## src/common/status_framer_pkg.sv

```systemverilog
// Constants, types and register map for the periodic vehicle status framer.
// Assumes a 100 MHz APB clock and a downstream CAN controller that takes
// one complete frame per valid/ready handshake.
package status_framer_pkg;

    // Time base.
    localparam int unsigned CLK_PERIOD_NS = 10;
    localparam int unsigned MS_NS         = 1000000;
    localparam int unsigned MS_CYCLES     = MS_NS / CLK_PERIOD_NS;
    localparam int unsigned MS_CNT_W      = 17;
    localparam int unsigned PERIOD_W      = 9;
    localparam int unsigned NUM_GROUPS    = 3;

    // Repetition periods in milliseconds: fast for cruise and fuel, slow for inlet.
    localparam logic [PERIOD_W-1:0] FAST_PERIOD_MS = 9'h064;
    localparam logic [PERIOD_W-1:0] SLOW_PERIOD_MS = 9'h1F4;

    // Identifier fields.
    localparam logic [2:0] PRIORITY_DEF  = 3'h6;
    localparam logic       RESERVED_BIT  = 1'h0;
    localparam logic       DATA_PAGE     = 1'h0;
    localparam logic [7:0] PDU_FORMAT    = 8'hFE;
    localparam logic [7:0] PS_CRUISE     = 8'hF1;
    localparam logic [7:0] PS_FUEL       = 8'hF2;
    localparam logic [7:0] PS_INLET      = 8'hF6;
    localparam logic [7:0] SRC_ADDR      = 8'h00;
    localparam logic [3:0] FRAME_DLC     = 4'h8;

    // Identifier field positions.
    localparam int unsigned ID_PRIO_LSB = 26;
    localparam int unsigned ID_DP_LSB   = 24;
    localparam int unsigned ID_PF_LSB   = 16;
    localparam int unsigned ID_PS_LSB   = 8;
    localparam int unsigned ID_SA_LSB   = 0;

    // Not-available fill values.
    localparam logic [7:0] NA_BYTE     = 8'hFF;
    localparam logic [1:0] NA_PAIR     = 2'h3;
    localparam logic [3:0] UNDEF_NIB   = 4'hF;

    // APB register offsets.
    localparam logic [7:0] ADDR_CTRL   = 8'h00;
    localparam logic [7:0] ADDR_SPEED  = 8'h04;
    localparam logic [7:0] ADDR_SWITCH = 8'h08;
    localparam logic [7:0] ADDR_FUEL   = 8'h0C;
    localparam logic [7:0] ADDR_INLET  = 8'h10;
    localparam logic [7:0] ADDR_STATUS = 8'h14;

    // Register field positions.
    localparam int unsigned CTRL_EN_BIT   = 0;
    localparam int unsigned SPEED_LSB     = 0;
    localparam int unsigned SETSPD_LSB    = 16;
    localparam int unsigned PEDAL_LSB     = 0;
    localparam int unsigned CMD_LSB       = 8;
    localparam int unsigned CCSTATE_LSB   = 16;
    localparam int unsigned PTO_LSB       = 19;
    localparam int unsigned RATE_LSB      = 0;
    localparam int unsigned ECON_LSB      = 16;
    localparam int unsigned BOOST_LSB     = 0;
    localparam int unsigned INTAKE_LSB    = 8;
    localparam int unsigned STAT_PEND_LSB = 0;
    localparam int unsigned STAT_BUSY_BIT = 3;
    localparam int unsigned STAT_CNT_LSB  = 8;

    typedef enum logic [1:0] {GRP_CRUISE, GRP_FUEL, GRP_INLET} group_t;

    typedef struct packed {
        logic [28:0] id;
        logic [3:0]  dlc;
        logic [63:0] data;
    } frame_t;

    typedef struct packed {
        logic [15:0] speed;
        logic [7:0]  set_speed;
        logic [1:0]  clutch_sw;
        logic [1:0]  brake_sw;
        logic [1:0]  cc_enable_sw;
        logic [1:0]  cc_active;
        logic [1:0]  accel_sw;
        logic [1:0]  resume_sw;
        logic [1:0]  coast_sw;
        logic [1:0]  set_sw;
        logic [2:0]  cruise_state;
        logic [4:0]  power_takeoff;
        logic [15:0] fuel_rate;
        logic [15:0] avg_economy;
        logic [7:0]  boost;
        logic [7:0]  intake_temp;
    } measured_t;

    function automatic logic [28:0] make_id(input logic [7:0] ps);
        make_id = {PRIORITY_DEF, RESERVED_BIT, DATA_PAGE, PDU_FORMAT, ps,
                   SRC_ADDR};
    endfunction : make_id

endpackage : status_framer_pkg

```

## src/core/status_framer.sv

```systemverilog
// Periodic vehicle status framer: APB register file, millisecond time base,
// per-group schedulers and a frame output towards the CAN controller.
// Assumes the CAN controller holds tx_ready low while it cannot take a frame.
//
// Summary of operation
// - Cruise/speed group every 100 ms, PS 241
// - Source address zero in every group
// - Cruise byte 1 bits all ones
// - Wheel speed in cruise bytes 2 and 3
// - Byte 4 holds pedal and cruise switch pairs
// - Byte 5 holds cruise command switch pairs
// - Cruise set speed in byte 6
// - Byte 7: cruise state and power takeoff
// - Byte 8 idle switches not supported, ones
// - Fuel group every 100 ms, PS 242
// - Inlet group every 500 ms, PS 246
// - Unsupported inlet bytes filled with ones
`timescale 1ns/100ps
module status_framer
    import status_framer_pkg::*;
#(
    parameter int unsigned ms_cycles = MS_CYCLES
)
(
    input  wire logic        pclk,
    input  wire logic        presetn,
    input  wire logic        psel,
    input  wire logic        penable,
    input  wire logic        pwrite,
    input  wire logic [7:0]  paddr,
    input  wire logic [31:0] pwdata,
    output logic      [31:0] prdata,
    output logic             pready,
    output logic             pslverr,
    output frame_t           tx_frame,
    output logic             tx_valid,
    input  wire logic        tx_ready
);

    typedef enum logic {ST_IDLE, ST_SEND} tx_state_t;

    localparam logic [PERIOD_W-1:0] GROUP_PERIOD [NUM_GROUPS] =
        '{FAST_PERIOD_MS, FAST_PERIOD_MS, SLOW_PERIOD_MS};

    logic                  enable_r;
    measured_t             meas_r;
    logic [31:0]           prdata_r;
    logic                  pready_r;
    logic                  pslverr_r;
    logic [MS_CNT_W-1:0]   ms_cnt_r;
    logic                  ms_tick_r;
    logic [PERIOD_W-1:0]   grp_cnt_r [NUM_GROUPS];
    logic [NUM_GROUPS-1:0] due;
    logic [NUM_GROUPS-1:0] pending_r;
    logic [NUM_GROUPS-1:0] grant;
    group_t                grant_grp;
    frame_t                packed_frame;
    frame_t                tx_frame_r;
    logic                  tx_valid_r;
    tx_state_t             state_r;
    logic [7:0]            sent_cnt_r;
    logic                  setup;
    logic                  wr_en;
    logic                  mapped;
    logic [31:0]           rd_val;

    assign prdata   = prdata_r;
    assign pready   = pready_r;
    assign pslverr  = pslverr_r;
    assign tx_frame = tx_frame_r;
    assign tx_valid = tx_valid_r;

    // The slave answers in the first access cycle: read data and the error
    // flag are registered during setup so the outputs come from flops.
    assign setup = psel & ~penable;
    assign wr_en = psel & penable & pready_r & pwrite & ~pslverr_r;

    always_comb
    begin
        rd_val = '0;
        mapped = 1'b1;
        unique case (paddr)
            ADDR_CTRL:   rd_val[CTRL_EN_BIT] = enable_r;
            ADDR_SPEED:
            begin
                rd_val[SPEED_LSB +: 16] = meas_r.speed;
                rd_val[SETSPD_LSB +: 8] = meas_r.set_speed;
            end
            ADDR_SWITCH:
            begin
                rd_val[PEDAL_LSB +: 8]   = {meas_r.clutch_sw, meas_r.brake_sw,
                                            meas_r.cc_enable_sw,
                                            meas_r.cc_active};
                rd_val[CMD_LSB +: 8]     = {meas_r.accel_sw, meas_r.resume_sw,
                                            meas_r.coast_sw, meas_r.set_sw};
                rd_val[CCSTATE_LSB +: 3] = meas_r.cruise_state;
                rd_val[PTO_LSB +: 5]     = meas_r.power_takeoff;
            end
            ADDR_FUEL:
            begin
                rd_val[RATE_LSB +: 16] = meas_r.fuel_rate;
                rd_val[ECON_LSB +: 16] = meas_r.avg_economy;
            end
            ADDR_INLET:
            begin
                rd_val[BOOST_LSB +: 8]  = meas_r.boost;
                rd_val[INTAKE_LSB +: 8] = meas_r.intake_temp;
            end
            ADDR_STATUS:
            begin
                rd_val[STAT_PEND_LSB +: NUM_GROUPS] = pending_r;
                rd_val[STAT_BUSY_BIT]               = tx_valid_r;
                rd_val[STAT_CNT_LSB +: 8]           = sent_cnt_r;
            end
            default:     mapped = 1'b0;
        endcase
    end

    always_ff @(posedge pclk or negedge presetn)
    begin
        if (!presetn)
        begin
            pready_r  <= 1'b0;
            pslverr_r <= 1'b0;
            prdata_r  <= '0;
        end
        else
        begin
            pready_r  <= setup;
            pslverr_r <= setup & ~mapped;
            prdata_r  <= (setup & ~pwrite) ? rd_val : '0;
        end
    end

    // Register writes; the status register is read-only.
    always_ff @(posedge pclk or negedge presetn)
    begin
        if (!presetn)
        begin
            enable_r <= 1'b0;
            meas_r   <= '0;
        end
        else if (wr_en)
        begin
            unique case (paddr)
                ADDR_CTRL:   enable_r <= pwdata[CTRL_EN_BIT];
                ADDR_SPEED:
                begin
                    meas_r.speed     <= pwdata[SPEED_LSB +: 16];
                    meas_r.set_speed <= pwdata[SETSPD_LSB +: 8];
                end
                ADDR_SWITCH:
                begin
                    {meas_r.clutch_sw, meas_r.brake_sw, meas_r.cc_enable_sw,
                     meas_r.cc_active} <= pwdata[PEDAL_LSB +: 8];
                    {meas_r.accel_sw, meas_r.resume_sw, meas_r.coast_sw,
                     meas_r.set_sw} <= pwdata[CMD_LSB +: 8];
                    meas_r.cruise_state  <= pwdata[CCSTATE_LSB +: 3];
                    meas_r.power_takeoff <= pwdata[PTO_LSB +: 5];
                end
                ADDR_FUEL:
                begin
                    meas_r.fuel_rate   <= pwdata[RATE_LSB +: 16];
                    meas_r.avg_economy <= pwdata[ECON_LSB +: 16];
                end
                ADDR_INLET:
                begin
                    meas_r.boost       <= pwdata[BOOST_LSB +: 8];
                    meas_r.intake_temp <= pwdata[INTAKE_LSB +: 8];
                end
                default:     enable_r <= enable_r;
            endcase
        end
    end

    // Millisecond time base, held in reset while transmission is disabled.
    always_ff @(posedge pclk or negedge presetn)
    begin
        if (!presetn)
        begin
            ms_cnt_r  <= '0;
            ms_tick_r <= 1'b0;
        end
        else if (!enable_r)
        begin
            ms_cnt_r  <= '0;
            ms_tick_r <= 1'b0;
        end
        else if (ms_cnt_r == MS_CNT_W'(ms_cycles - 1))
        begin
            ms_cnt_r  <= '0;
            ms_tick_r <= 1'b1;
        end
        else
        begin
            ms_cnt_r  <= ms_cnt_r + 1'b1;
            ms_tick_r <= 1'b0;
        end
    end

    // One period counter per group; a new due request wins over the grant
    // that clears the same pending bit.
    for (genvar g = 0; g < NUM_GROUPS; g++)
    begin : g_sched
        assign due[g] = ms_tick_r &
                        (grp_cnt_r[g] == GROUP_PERIOD[g] - 1'b1);

        always_ff @(posedge pclk or negedge presetn)
        begin
            if (!presetn)
            begin
                grp_cnt_r[g] <= '0;
                pending_r[g] <= 1'b0;
            end
            else if (!enable_r)
            begin
                grp_cnt_r[g] <= '0;
                pending_r[g] <= 1'b0;
            end
            else
            begin
                if (ms_tick_r)
                    grp_cnt_r[g] <= due[g] ? '0 : grp_cnt_r[g] + 1'b1;
                pending_r[g] <= due[g] | (pending_r[g] & ~grant[g]);
            end
        end
    end

    // Lowest-numbered pending group goes first.
    always_comb
    begin
        grant     = '0;
        grant_grp = GRP_CRUISE;
        if (state_r == ST_IDLE)
        begin
            if (pending_r[GRP_CRUISE])
                grant[GRP_CRUISE] = 1'b1;
            else if (pending_r[GRP_FUEL])
                grant[GRP_FUEL] = 1'b1;
            else if (pending_r[GRP_INLET])
                grant[GRP_INLET] = 1'b1;
        end
        if (grant[GRP_FUEL])
            grant_grp = GRP_FUEL;
        else if (grant[GRP_INLET])
            grant_grp = GRP_INLET;
    end

    frame_pack u_pack (
        .group (grant_grp),
        .meas  (meas_r),
        .frame (packed_frame)
    );

    // The frame is captured at grant, so it stays stable while offered.
    always_ff @(posedge pclk or negedge presetn)
    begin
        if (!presetn)
        begin
            state_r    <= ST_IDLE;
            tx_valid_r <= 1'b0;
            tx_frame_r <= '0;
            sent_cnt_r <= '0;
        end
        else
        begin
            unique case (state_r)
                ST_IDLE:
                    if (|grant)
                    begin
                        tx_frame_r <= packed_frame;
                        tx_valid_r <= 1'b1;
                        state_r    <= ST_SEND;
                    end
                ST_SEND:
                    if (tx_ready)
                    begin
                        tx_valid_r <= 1'b0;
                        sent_cnt_r <= sent_cnt_r + 1'b1;
                        state_r    <= ST_IDLE;
                    end
            endcase
        end
    end
endmodule : status_framer

```

## src/core/frame_pack.sv

```systemverilog
// Packs the measured values of one parameter group into a CAN frame.
// Purely combinational; the caller registers the result.
`timescale 1ns/100ps
module frame_pack
    import status_framer_pkg::*;
(
    input  wire group_t    group,
    input  wire measured_t meas,
    output frame_t         frame
);

    logic [7:0] cruise_byte1;
    logic [7:0] pedal_byte;
    logic [7:0] command_byte;
    logic [7:0] state_byte;

    assign cruise_byte1 = {UNDEF_NIB, NA_PAIR, NA_PAIR};
    assign pedal_byte   = {meas.clutch_sw, meas.brake_sw,
                           meas.cc_enable_sw, meas.cc_active};
    assign command_byte = {meas.accel_sw, meas.resume_sw,
                           meas.coast_sw, meas.set_sw};
    assign state_byte   = {meas.cruise_state, meas.power_takeoff};

    // Byte n of the group sits at data[8n-1 -: 8]; multi-byte values are
    // sent low byte first.
    always_comb
    begin
        frame     = '0;
        frame.dlc = FRAME_DLC;
        unique case (group)
            GRP_CRUISE:
            begin
                frame.id   = make_id(PS_CRUISE);
                frame.data = {NA_BYTE, state_byte, meas.set_speed,
                              command_byte, pedal_byte,
                              meas.speed[15:8], meas.speed[7:0],
                              cruise_byte1};
            end
            GRP_FUEL:
            begin
                frame.id   = make_id(PS_FUEL);
                frame.data = {NA_BYTE, NA_BYTE,
                              meas.avg_economy[15:8], meas.avg_economy[7:0],
                              NA_BYTE, NA_BYTE,
                              meas.fuel_rate[15:8], meas.fuel_rate[7:0]};
            end
            GRP_INLET:
            begin
                frame.id   = make_id(PS_INLET);
                frame.data = {NA_BYTE, NA_BYTE, NA_BYTE, NA_BYTE,
                              NA_BYTE, meas.intake_temp, meas.boost,
                              NA_BYTE};
            end
            default:
            begin
                frame.id   = make_id(PS_CRUISE);
                frame.data = {8{NA_BYTE}};
            end
        endcase
    end

endmodule : frame_pack

```

## config.mk

```make
export PLATFORM = sky130hd
export DESIGN_NAME = status_framer
export DESIGN_NICKNAME = d
export VERILOG_FILES = /design/src/common/status_framer_pkg.sv /design/src/core/status_framer.sv /design/src/core/frame_pack.sv
export SDC_FILE = /design/constraint.sdc
export NUM_CORES = 1
export LEC_CHECK = 0
export ABC_AREA = 1
export ABC_CLOCK_PERIOD_IN_PS = 2300
export BUFFER_PORTS_ARGS = -buffer_cell sky130_fd_sc_hd__buf_4
export CAP_MARGIN = 20
export CORE_MARGIN = 2
export CORE_UTILIZATION = 45
export DETAILED_ROUTE_END_ITERATION = 10
export PLACE_DENSITY = 0.65
export SLEW_MARGIN = 5
export SYNTH_ARGS = -nofsm -noshare
export SYNTH_HDL_FRONTEND = slang
export SYNTH_HIERARCHICAL = 1
export SYNTH_SLANG_ARGS = --single-unit
```

## constraint.sdc

```tcl
create_clock -name pclk -period 2.3 [get_ports pclk]
set_clock_uncertainty 0.1 [all_clocks]
set_input_delay 0.115 -clock pclk [delete_from_list [all_inputs] [get_ports pclk]]
set_output_delay 0.115 -clock pclk [all_outputs]
set_load 0.05 [all_outputs]
```

==> Word-level counts from Yosys, hierarchy flattened <==
Cells that the tools add are included.
{ "totals": {"register_bits": 283, "out_inout_bits": 132, "elab_cells": 129} }
{ "op_classes": {"add_sub_neg": 5, "n_eq_ne": 14, "mux": 40, "bitwise": 24, "n_reduce_logical": 12} }
{ "ops": {"columns": ["op", "n"], "rows": [
  ["$pmux W56 S3", 1],
  ["$mux W9", 9],
  ["$pmux W8 S5", 1],
  ["$mux W17", 2],
  ["$mux W32", 1],
  ["$add A9 B1 Y9 const B", 3],
  ["$pmux W8 S3", 1],
  ["$pmux W11 S2", 1],
  ["$eq A9 B7 Y1 const B", 2],
  ["$add A17 B1 Y17 const B", 1],
  ["$eq A17 B17 Y1 const B", 1],
  ["$eq A8 B4 Y1 const B", 2],
  ["$eq A8 B5 Y1 const B", 2],
  ["$pmux W4 S4", 1],
  ["$reduce_and A2 Y1", 8],
  ["$pmux W3 S5", 1],
  ["$mux W1", 14],
  ["$and A1 B1 Y1", 13],
  ["$eq A9 B9 Y1 const B", 1],
  ["$add A8 B1 Y8 const B", 1],
  ["$eq A8 B3 Y1 const B", 1],
  ["$logic_not A8 Y1", 1],
  ["$mux W8", 1],
  ["$not A1 Y1", 8],
  ["12 further kinds", 18]
]} }

==> Longest topological paths before layout <==
Gate-level depths: netlist of run 1.
{ "depth": {"depth_word": 8, "ltp_mapped": 12, "ltp_nobuf": 10} }

==> Modules after synthesis <==
Netlist of run 1, hierarchy kept.
{ "modules_own_cells": {"columns": ["module", "n_inst", "cells_per_inst", "area_each_um2"], "rows": [
  ["status_framer", 1, 1413, 12336.8],
  ["frame_pack", 1, 235, 1196.1]
]} }

==> Worst setup path after synthesis of run 1 <==
No wires, ideal clock.
{ "synth_timing": {"path_type": "flip-flop to flip-flop", "from": "register pending_r[0]", "to": "register tx_frame_r, in the netlist tx_frame[27]", "setup_ns": 0.130, "arrival_time_ns": 1.977, "required_time_ns": 2.070, "path_slack_ns": 0.093, "path_stages_with_launch": 10, "path_buffers": 1, "path_cell_list": "dfrtp_1 -> or2_2 -> nor3_1 -> inv_1 -> ha_1 -> nor2_2 -> buf_4 -> nand2_1 -> inv_1 -> o21ai_0"} }
{ "synth_rtl": {"columns": ["element", "line", "rtl"], "rows": [
  ["from (decl)", "status_framer.sv:54", "logic [NUM_GROUPS-1:0] pending_r;"],
  ["from (signal, indexed assignment)", "status_framer.sv:224", "pending_r[g] <= due[g] | (pending_r[g] & ~grant[g]);"],
  ["to (signal assigned)", "status_framer.sv:271", "tx_frame_r <= packed_frame;"],
  ["to (decl)", "status_framer.sv:58", "frame_t tx_frame_r;"]
]} }

==> results.md, run 1 <==
- Detailed-route wire length: roughly 35 mm
- Power per Cell Area: 639 nW/um^2
- Part of the Yosys area used for sequential elements: 0.529
- Setup_tns: 0 ps
- Share of cells above drive strength 1: 0.177
- Area taken by multi-input logic gates: 5020 sq um
- TritonCTS buffer count: 31
- Storage cell area: between 7000 and 8000 sq um
- Max-slew headroom at the worst pin: 0.539
- Result of the run: complete, but fails checks
- Count of port buffers added during placement: roughly 180
- Crit. End Element: flip-flop
- Hold Fails Final Rpt: 2
- Total Routing Usage GR: 0.225
- Hold slack final: -10.0 ps
- CTS HTree Levels: 1
- Tcrit/Tclk final: 0.930
- Number of max-slew violations in the final report: 0
- Initial DRC Count: between 800 and 900
- Net count reported at finish: 1,934
- Post-Place Worst Slack: 121 ps
- Critical path class: flip-flop to flip-flop
- Via count: 11,200
- Clk_lat worst skew: 560 ps
- Arrival time reported for the critical path endpoint: 2510 ps
- Post-Synthesis Mean Instance Area: ~8.2 sq um
- Global-route wire length before repair: 56.5 mm
- Worst path required time: around 2700 ps
- # Max-Cap Violations: 0
- Detailed-routing iteration count for the pre-antenna-repair pass: 5
- Register bit total from synthesis: roughly 290
- Violations in the final reports: negative hold slack
- Avg Vias per Cell: between 4 and 5
- Post-layout minimum cycle time: 2140 ps
- Number of warnings issued by yosys: 6
- Horizontal die dimension: 177 um
- Via count of the first global-routing pass: 10,700
- Remaining global-route overflow: 0
- Boundary Pins: 178
- Transition at the pin with the smallest max-transition slack: 691 ps
- Setup repair after global routing missed its margin: no
- Standard-cell row count: 63
- Cells after synthesis: 1,648
- Cell variety after synth: 36
- TritonCTS clock tree: built
- Count of fill cells added during filler insertion: 2,709
- Mapped Area: 13,500 sq um
- DRC violation count after routing: 0
- Final RePlAce weighted congestion: 0.861
- Peak supply drop: 0.556 mV
- Type of the most critical hold path: input port to async pin
- Leakage Power: 8.50 nW
- Initial core utilization: 0.457
- Synth-to-Final Area Change: 24.6%
- Average wire per standard cell: roughly 15 um
- Floorplan die area: between 30,000 and 40,000 sq um
- Setup slack, reg-to-reg: 160 ps
- Maximum clock insertion buffer count: 3
- Maximum clock frequency: approximately 470 MHz
- CTS clk-pin slew, worst paths: around 60 ps
- Clock Root Buffer: sky130_fd_sc_hd__clkbuf_16
- Top fanout value on the critical path: 12
- Vertical die dimension: 177 um
- Number of clock sinks: 286
- CORE AREA: 29,600 sq um
- Post-layout worst setup margin: 162 ps
- Setup-violating endpoint count in the final report: 0
- Startpoint type of the worst setup path: flip-flop
- Number of antenna violations at the first check in global routing: 1
- Sum of net half-perimeters after detailed placement: 24.4 mm
- Pin count of the biggest net entering global routing: 71
- Antenna Nets Post-Route: 0
[layer usage]
layer	vias up	track usage	part of all wire
li1	5544	-	-
met1	5224	0.329	0.47
met2	346	0.350	0.45
met3	42	0.0362	0.067
met4	0	0.0533	0.018
met5	-	0	0
[cell families after synthesis]
logic type	synth area share
buffers and inverters	0.112
AO/OA/AOI/OAI	0.0928
flip-flops	0.529
adder cells (fa/ha/maj)	0.0102
other	0.000555
AND/OR/NAND/NOR	0.241
XOR/XNOR	0.0149
[cell usage in the layout, fill, tap and decap left out, drive strengths merged, types with 20 or more instances in the layout]
cell type,synthesis,routed
nor2,144,145
nand2,477,477
nand3,118,118
conb,2,38
clkbuf,9,38
o21ai,203,203
nor3,24,24
dfrtp,286,286
inv,205,205
a21oi,20,20
dlygate4sd3,0,44
buf,101,223
[synth_stat cells (all sizes together)]
cell | number | area [sq um]
inv | 205 | 772
o21bai | 2 | 15.0
ha | 11 | 138
nor3 | 24 | 120
clkbuf | 9 | 35.0
o31ai | 1 | 21.3
nor2 | 144 | 606
clkinv | 2 | 10.0
a21oi | 20 | 100
a211oi | 1 | 7.51
o21ai | 203 | 1100
nor3b | 6 | 45.0
nand4 | 10 | 62.6
o21a | 1 | 7.51
conb | 2 | 7.51
nand3 | 118 | 591
o22ai | 1 | 6.26
xor2 | 19 | 166
dfrtp | 286 | 7160
xnor2 | 4 | 35.0
buf | 101 | 701
or2 | 1 | 6.26
nand2 | 477 | 1830
[worst paths after layout]
| kind | depth (start not counted) | endpoint | start |
|---|---|---|---|
| hold / removal | 2 | meas_r[20]$_DFFE_PN0P_ | presetn |
| hold reg to reg | 1 | ms_cnt_r[0]$_DFF_PN0_ | ms_cnt_r[0]$_DFF_PN0_ |
| max in group asynchronous | 3 | prdata[8]$_DFF_PN0_ | presetn |
| min in group pclk | 8 | prdata[0]$_DFF_PN0_ | paddr[3] |
| setup / recovery | 10 | tx_frame[38]$_DFFE_PN0P_ | state_r$_DFF_PN0_ |
| setup reg to reg | 10 | tx_frame[38]$_DFFE_PN0P_ | state_r$_DFF_PN0_ |
[power by group]
part,internal (mW),switching (mW)
clock network,3.25,2.06
logic,0.150,0.250
registers,5.05,0.0172
total,8.44,2.33
[critical path, stage by stage, from the launching register on]
cell and delay, ps:
sky130_fd_sc_hd__dfrtp_1 380, sky130_fd_sc_hd__or2_2 340, sky130_fd_sc_hd__nor2_1 190, sky130_fd_sc_hd__buf_4 160, sky130_fd_sc_hd__ha_1 190, sky130_fd_sc_hd__buf_6 210, sky130_fd_sc_hd__nor2_4 60, sky130_fd_sc_hd__buf_12 160
sky130_fd_sc_hd__nand3_1 70, sky130_fd_sc_hd__inv_1 40, sky130_fd_sc_hd__o21ai_0 150
[final cells by class]
type	instances	share of cell area
multi-input cells	1082	0.298
flip-flops and latches	286	0.424
clock buffers	38	0.0517
clock inverters	19	0.0142
well taps	390	0.0289
diodes	1	0.000148
inverters	207	0.0464
repair buffers	269	0.137
[state kept, by name, summed over array words and instances (netlist names)]
| signal | count |
|---|---|
| tx_frame | 97 |
| pready | 1 |
| grp_cnt_r | 27 |
| prdata | 32 |
| ms_tick_r | 1 |
| ms_cnt_r | 17 |
| pslverr | 1 |
| sent_cnt_r | 8 |
| pending_r | 3 |
| state_r | 1 |
| meas_r | 96 |
| enable_r | 1 |
| tx_valid | 1 |
[timing repair]
item / CTS / global route
setup buffers: 0 / 1
hold buffers: 46 / 0
endpoints found under the hold margin: 401 / 0
endpoints found under the setup margin: 0 / 59
gates resized for setup: 0 / 8
[stage by stage]
step / area (sq um) / hold WS [ps] / power (mW) / instances / utilization
finish: 16900 / -10.0 / 10.8 / 2292 / 0.569
detailed placement: 15200 / -5.49 / 5.50 / 2186 / 0.514
CTS: 16800 / 6.03 / 10.9 / 2289 / 0.567
global route: 16900 / 25.6 / 11.2 / 2291 / 0.569
floorplan: 13700 / -281 / 5.31 / 1684 / -
global placement: 15200 / -2.04 / 5.49 / 2186 / 0.514
(Power assumes the default switching activity.)
==> inputs of run 2 (changes only) <==
- CORE_ASPECT_RATIO: not set -> 1.25
==> run 2 against run 1 <==
Compared with the run above: the run still ends with negative hold slack left; sequential share of layout area is 0.23 points higher; clock power decreased by 4%; die area hardly changed; critical path depth did not move; maximum frequency decreased by 1.3%; clock-buffer cell count up 5; core utilization is 0.71 points lower.
==> results.md, run 2 (synthesis gave the netlist of run 1 again) <==
- Maximum clock insertion buffer count: 3 (unchanged)
- Setup_tns: 0 ps (unchanged)
- Count of fill cells added during filler insertion: 2,773 (+2.4%)
- Combinational Power Share: 0.037 (about the same)
- Power per Cell Area: 631 nW/um^2 (-1.3%)
- Number of max-slew violations in the final report: 0 (unchanged)
- Result of the run: complete, but fails checks
- Final RePlAce weighted congestion: 0.848 (-1.6%)
- Worst path required time: 2630 ps (-40 ps)
- Boundary Pins: 178 (unchanged)
- # Max-Cap Violations: 0 (unchanged)
- Crit. End Element: flip-flop
- Via count: 11,100 (-0.72%)
- Remaining global-route overflow: 0 (unchanged)
- Sum of net half-perimeters after detailed placement: 24.3 mm (-0.17%)
- Fraction of power consumed by sequential logic: 0.479 (+0.009)
- Critical path class: input port to flip-flop
- Maximum clock frequency: 462 MHz (-1.3%)
- Floorplan die area: 31,500 sq um (about the same)
- TritonCTS buffer count: 30 (-3.2%)
- Violations in the final reports: negative hold slack
- Startpoint type of the worst setup path: input port
- Clk_lat worst skew: 560 ps (about the same)
- Type of the most critical hold path: input port to flip-flop
- Horizontal die dimension: 159 um (-10%)
- Initial core utilization: 0.453 (-0.00322)
- Number of clock sinks: 286 (unchanged)
- Count of port buffers added during placement: 177 (unchanged)
- Arrival time reported for the critical path endpoint: 2490 ps (-20 ps)
- Initial DRC Count: 616 (-31%)
- Hold slack final: -2.96 ps (+7.04 ps)
- Clock Root Buffer: sky130_fd_sc_hd__clkbuf_16
- Share of cells above drive strength 1: 0.172 (-0.00463)
- Tcrit/Tclk final: 0.942 (+0.0123)
- Global-route wire length before repair: 56.6 mm (+0.17%)
- Antenna Nets Post-Route: 0 (unchanged)
- Pin count of the biggest net entering global routing: 66 (-7.0%)
- Number of antenna violations at the first check in global routing: 0 (-1)
- Post-CTS Repair Setup Buffers: 0 (unchanged)
- Synth-to-Final Area Change: 24.0%
- Top fanout value on the critical path: 3 (-9)
- Post-layout minimum cycle time: 2170 ps (+28.2 ps)
- Setup repair after global routing missed its margin: no
- Post-Place Worst Slack: 163 ps (+42.3 ps)
- Standard-cell row count: 71 (+13%)
- Net count reported at finish: 1,929 (-0.26%)
- Commonest non-fill, non-tap cells in the layout: sky130_fd_sc_hd__nand2_1, sky130_fd_sc_hd__dfrtp_1, sky130_fd_sc_hd__buf_4, sky130_fd_sc_hd__inv_1, sky130_fd_sc_hd__nor2_1
- Sw frac: 0.213 (-0.00285)
- CTS HTree Levels: 1 (unchanged)
- Avg Vias per Cell: 4.83 (-0.85%)
- Hold Fails Final Rpt: 1 (-1)
- Max-slew headroom at the worst pin: 0.564 (+0.0247)
- Detailed-routing iteration count for the pre-antenna-repair pass: 5 (unchanged)
- Average wire per standard cell: 15.0 um (-2.2%)
- Fraction of power consumed by the clock network: 0.484 (-0.009)
- TritonCTS clock tree: built
- Vertical die dimension: 198 um (+12%)
- Setup-violating endpoint count in the final report: 0 (unchanged)
- Detailed-route wire length: 34.4 mm (-2.0%)
- Internal portion of total power: 8.32 mW (-1.4%)
- Peak supply drop: 0.512 mV (-8.0%)
- Commonest non-fill, non-tap cell in the layout: sky130_fd_sc_hd__nand2_1
- Via count of the first global-routing pass: 10,900 (+2.2%)
- Total Routing Usage GR: 0.222 (-0.00314)
- CTS clk-pin slew, worst paths: 60 ps (about the same)
- Antenna diode instance count: 0 (-1)
- Net switching power: 2.26 mW (-3.1%)
- CORE AREA: 29,800 sq um (+0.71%)
- Post-layout worst setup margin: 134 ps (-28.2 ps)
- Transition at the pin with the smallest max-transition slack: 654 ps (-36.9 ps)
- DRC violation count after routing: 0 (unchanged)
- Flip-flop count of the largest register after layout: 97 (unchanged)
- Leakage Power: 8.44 nW (-0.72%)
run 2: per-layer routing:
metal	share of wire	vias to the layer above	track usage
li1	-	5530	-
met1	0.44	5219	0.288
met2	0.48	272	0.377
met3	0.054	55	0.0369
met4	0.029	0	0.0761
met5	0	-	0
run 2: final cells by class:
cell class / instances / area, sq um / share of cell area
multi-input cells: 1081 / 5020 / 0.299
clock inverters: 11 / 166 / 0.00992
inverters: 207 / 782 / 0.0466
repair buffers: 266 / 2260 / 0.135
flip-flops and latches: 286 / 7160 / 0.427
well taps: 401 / 502 / 0.0299
clock buffers: 43 / 891 / 0.0531
run 2: through the flow:
stage	instances	total power [mW]	area, sq um	utilization	hold WS, ps
3_5_place_dp	2198	5.50	15300	0.512	12.0
3_3_place_gp	2198	5.50	15300	0.512	5.78
4_1_cts	2295	10.7	16800	0.561	4.69
5_1_grt	2295	11.0	16800	0.562	32.7
6_report	2295	10.6	16800	0.562	-2.96
2_1_floorplan	1684	5.31	13700	-	-281
run 2: power groups by stage:
| stage | Clock [mW] | Sequential, mW | Combinational, mW |
|---|---|---|---|
| 2_1_floorplan | 0 | 5.16 | 0.149 |
| 3_3_place_gp | 0 | 5.16 | 0.339 |
| 3_5_place_dp | 0 | 5.16 | 0.345 |
| 4_1_cts | 5.24 | 5.06 | 0.403 |
| 5_1_grt | 5.45 | 5.06 | 0.447 |
| 6_report | 5.12 | 5.07 | 0.395 |
run 2: critical path, cell delays in order:
cell                            delay (ps)
sky130_fd_sc_hd__dlygate4sd3_1         560
sky130_fd_sc_hd__buf_4                 150
sky130_fd_sc_hd__inv_2                  50
sky130_fd_sc_hd__nand3_1               100
sky130_fd_sc_hd__dlygate4sd3_1         600
sky130_fd_sc_hd__nor2_1                140
sky130_fd_sc_hd__dlygate4sd3_1         570
sky130_fd_sc_hd__nand2_1                60
sky130_fd_sc_hd__nand2_1                70
sky130_fd_sc_hd__o21ai_0                80
run 2: repair_timing:
item,4_1_cts,5_1_grt
endpoints found under the hold margin,407,0
resized for setup,0,4
hold buffers,43,0
setup endpoints to repair,0,18
run 2: worst paths after layout:
check,startpoint,endpoint,slack [ps],cells after the start
max,paddr[2],enable_r$_DFFE_PN0P_,130,10
min,penable,enable_r$_DFFE_PN0P_,-3,5
max reg2reg,state_r$_DFF_PN0_,tx_frame[46]$_DFFE_PN0P_,170,9
min reg2reg,ms_cnt_r[0]$_DFF_PN0_,ms_cnt_r[0]$_DFF_PN0_,360,1
max in group asynchronous,presetn,grp_cnt_r[11]$_DFFE_PN0P_,1300,3
min in group asynchronous,presetn,tx_frame[88]$_DFFE_PN0P_,10,2
==> inputs of run 3 (changes only) <==
- ABC_AREA: 1 -> not set
- CORE_ASPECT_RATIO: 1.25 -> 1.1
==> run 3 against run 2 <==
Compared with the run above: the run now ends clean; non-clock buffer count is 8 higher; hold slack better by 33 ps; routed wire length is 7.7% lower; global-route usage is 0.97 points lower; register-to-register slack worse by 80 ps; maximum frequency is 1.8% lower; sequential power hardly changed; combinational power is 3% lower.
==> results.md, run 3 <==
- Global-route wire length before repair: 51.8 mm (-8.4%)
- Antenna Nets Post-Route: 0 (unchanged)
- Synth-to-Final Area Change: 27.1%
- Flip-flop count of the largest register after layout: 97 (unchanged)
- Average wire per standard cell: 18.7 um (+25%)
- Pin count of the biggest net entering global routing: 72 (+9.1%)
- Fraction of power consumed by sequential logic: 0.492 (+0.013)
- Top fanout value on the critical path: 9 (+6)
- Setup-violating endpoint count in the final report: 0 (unchanged)
- Cell variety after synth: 55 (+53%)
- Final RePlAce weighted congestion: 0.771 (-9.0%)
- TritonCTS clock tree: built
- Hold Fails Final Rpt: 0 (-1)
- CTS HTree Levels: 1 (unchanged)
- TritonCTS buffer count: 30 (unchanged)
- Maximum clock frequency: 453 MHz (-1.8%)
- Cell taking the most area after synthesis: sky130_fd_sc_hd__dfrtp_1
- Commonest cells in the netlist: sky130_fd_sc_hd__dfrtp_1, sky130_fd_sc_hd__mux2_2, sky130_fd_sc_hd__nand2_1, sky130_fd_sc_hd__a22oi_1, sky130_fd_sc_hd__nor2_1
- Number of antenna violations at the first check in global routing: 1 (+1)
- Boundary Pins: 178 (unchanged)
- Horizontal die dimension: 166 um (+4.2%)
- Number of synthesized flops with an enable pin: 0 (unchanged)
- Post-Synthesis Mean Instance Area: 12.2 sq um (+49%)
- Most numerous cell on the critical path: sky130_fd_sc_hd__buf_4
- Combinational Power Share: 0.037 (about the same)
- Maximum clock insertion buffer count: 3 (unchanged)
- Clock Root Buffer: sky130_fd_sc_hd__clkbuf_16
- Synth Area in Compound Gates: 0.0621 (-0.0308)
- Crit. End Element: flip-flop
- Clk_lat worst skew: 550 ps (about the same)
- Worst path required time: 2640 ps (about the same)
- Cells along the critical path: nor3b_2 > buf_4 > ha_1 > buf_4 > nor3_4 > buf_12 > nand2_1 > mux2_2
- Number of warnings issued by yosys: 6 (unchanged)
- Share of synthesized flip-flops with an asynchronous set or reset: 1.00 (unchanged)
- Detailed-route wire length: 31.8 mm (-7.7%)
- Via count of the first global-routing pass: 9,403 (-14%)
- Count of port buffers added during placement: 177 (unchanged)
- Number of max-slew violations in the final report: 0 (unchanged)
- Result of the run: complete, no violations
- Total Routing Usage GR: 0.212 (-0.00965)
- Number of clock sinks: 286 (unchanged)
- Most frequent cell after synthesis: sky130_fd_sc_hd__dfrtp_1
- Standard-cell row count: 65 (-8.5%)
- Portion of synthesized cell area occupied by the leading cell type: 0.552 (+0.0232)
- # Max-Cap Violations: 0 (unchanged)
- Most common flop cell mapped by yosys: sky130_fd_sc_hd__dfrtp_1
- Tcrit/Tclk final: 0.959 (+0.0174)
- Via count: 8,973 (-19%)
- Arrival time reported for the critical path endpoint: 2540 ps (+50 ps)
- Delay contributed by the slowest stage of the critical path: 410 ps (-190 ps)
- Post-Place Worst Slack: -108 ps (-271 ps)
- CTS clk-pin slew, worst paths: 60 ps (about the same)
- Net switching power: 2.21 mW (-2.1%)
- Avg Vias per Cell: 5.28 (+9.3%)
- Setup repair after global routing missed its margin: no
- Floorplan die area: 30,200 sq um (-4.1%)
- Internal portion of total power: 8.07 mW (-3.0%)
- Mapped Area: 13,000 sq um (-4.2%)
- Share of synthesized cell area in and, or, nand and nor gates: 0.110 (-0.131)
- Initial core utilization: 0.454 (+0.000744)
- Transition at the pin with the smallest max-transition slack: 599 ps (-55.0 ps)
- Power per Cell Area: 624 nW/um^2 (-1.0%)
- Post-layout worst setup margin: 94.0 ps (-40.0 ps)
- Share of cells above drive strength 1: 0.375 (+0.203)
- CORE AREA: 28,500 sq um (-4.4%)
- Max-slew headroom at the worst pin: 0.601 (+0.0372)
- Cell at the slowest stage of the critical path: sky130_fd_sc_hd__dfrtp_1
- Net count reported at finish: 1,365 (-29%)
- Register bit total from synthesis: 286 (unchanged)
- Multiplexer share of the synthesized area: 0.194 (+0.194)
- Startpoint type of the worst setup path: flip-flop
- Initial DRC Count: 455 (-26%)
- Critical path class: flip-flop to flip-flop
- Fraction of power consumed by the clock network: 0.471 (-0.013)
- Cells after synthesis: 1,062 (-36%)
- Commonest non-fill, non-tap cells in the layout: sky130_fd_sc_hd__dfrtp_1, sky130_fd_sc_hd__buf_4, sky130_fd_sc_hd__mux2_2, sky130_fd_sc_hd__nand2_1, sky130_fd_sc_hd__a22oi_1
- Area share of xor/xnor cells in the synthesized design: 0.0250 (+0.0101)
- Largest family of logic cells by synthesized area: multiplexers
- Remaining global-route overflow: 0 (unchanged)
- Share of the core filled with cells: 0.577 (+0.0151)
- Leakage Power: 8.18 nW (-3.1%)
- Detailed-routing iteration count for the pre-antenna-repair pass: 5 (unchanged)
- Synth Area in Adders: 0.0106 (+0.000447)
- Type of the most critical hold path: input port to async pin
- Commonest non-fill, non-tap cell in the layout: sky130_fd_sc_hd__dfrtp_1
- Post-layout minimum cycle time: 2210 ps (+40.0 ps)
- Peak supply drop: 0.610 mV (+19%)
- DRC violation count after routing: 0 (unchanged)
- Biggest area contributors in the synthesized netlist: sky130_fd_sc_hd__dfrtp_1, sky130_fd_sc_hd__mux2_2, sky130_fd_sc_hd__nand2_1
- Hold slack final: 30.4 ps (+33.4 ps)
- Vertical die dimension: 182 um (-8.0%)
- Sw frac: 0.215 (+0.00166)
- Part of the Yosys area used for sequential elements: 0.552 (+0.0232)
- Sum of net half-perimeters after detailed placement: 22.0 mm (-9.5%)
## run 3: layer usage
metal	routed length [um]	global-route usage	vias up
met1	13900	0.282	4541
met5	0	0	-
met2	15100	0.348	210
met3	1610	0.0386	58
li1	-	-	4164
met4	1160	0.0793	0
## run 3: worst paths after layout
kind | slack, ps | start | to | cells after the start
worst max register to register | 90 | pending_r[1]$_DFF_PN0_ | tx_frame[1]$_DFFE_PN0P_ | 8
worst min register to register | 380 | sent_cnt_r[7]$_DFFE_PN0P_ | sent_cnt_r[7]$_DFFE_PN0P_ | 1
worst max-delay path | 90 | pending_r[1]$_DFF_PN0_ | tx_frame[1]$_DFFE_PN0P_ | 8
max in group asynchronous | 1280 | presetn | tx_frame[61]$_DFFE_PN0P_ | 3
worst min-delay path | 30 | presetn | meas_r[26]$_DFFE_PN0P_ | 2
min in group pclk | 120 | paddr[7] | prdata[0]$_DFF_PN0_ | 6
## run 3: cell families (layout without fill, tap and decap cells)
| group | after synthesis | in the layout |
|---|---|---|
| buffers and inverters | 102 | 336 |
| adder cells (fa/ha/maj) | 11 | 11 |
| flip-flops | 286 | 286 |
| XOR/XNOR | 37 | 37 |
| AND/OR/NAND/NOR | 285 | 285 |
| AO/OA/AOI/OAI | 118 | 118 |
| other | 2 | 39 |
| multiplexers | 221 | 221 |
## run 3: stage by stage
step / cells / TNS (ps) / total power, mW / instance area, sq um
2_1_floorplan: 1098 / -3400 / 5.28 / 13200
3_3_place_gp: 1601 / -4120 / 5.47 / 15000
3_5_place_dp: 1601 / -4900 / 5.48 / 15000
4_1_cts: 1699 / 0 / 10.4 / 16400
5_1_grt: 1701 / 0 / 10.7 / 16500
6_report: 1701 / 0 / 10.3 / 16500
## run 3: final cells by class
| cell class | count | area (sq um) |
|---|---|---|
| Antenna cell | 1 | 2.50 |
| Clock buffer | 50 | 937 |
| Clock inverter | 6 | 60.1 |
| Fill cell | 2392 | 12100 |
| Inverter | 6 | 22.5 |
| Multi-Input combinational cell | 710 | 5490 |
| Sequential cell | 286 | 7160 |
| Tap cell | 368 | 460 |
| Timing Repair Buffer | 274 | 2350 |
## run 3: what timing repair did
item	4_1_cts	5_1_grt
gates resized for setup	0	5
endpoints found under the hold margin	407	0
setup endpoints to repair	0	29
hold buffers	42	0
buffers inserted	0	1
## run 3: critical path: cells and delay by family (launching register included)
family / cells / cell delay, ps
mux: 1 / 250
fa+ha+maj: 1 / 360
flops: 1 / 410
simple gates: 3 / 460
buf+inv: 3 / 510
## run 3: power groups by stage
stage / combinational, mW / clock [mW] / sequential (mW)
2_1_floorplan: 0.123 / 0 / 5.16
3_3_place_gp: 0.320 / 0 / 5.15
3_5_place_dp: 0.326 / 0 / 5.15
4_1_cts: 0.389 / 4.96 / 5.06
5_1_grt: 0.426 / 5.17 / 5.06
6_report: 0.382 / 4.84 / 5.06
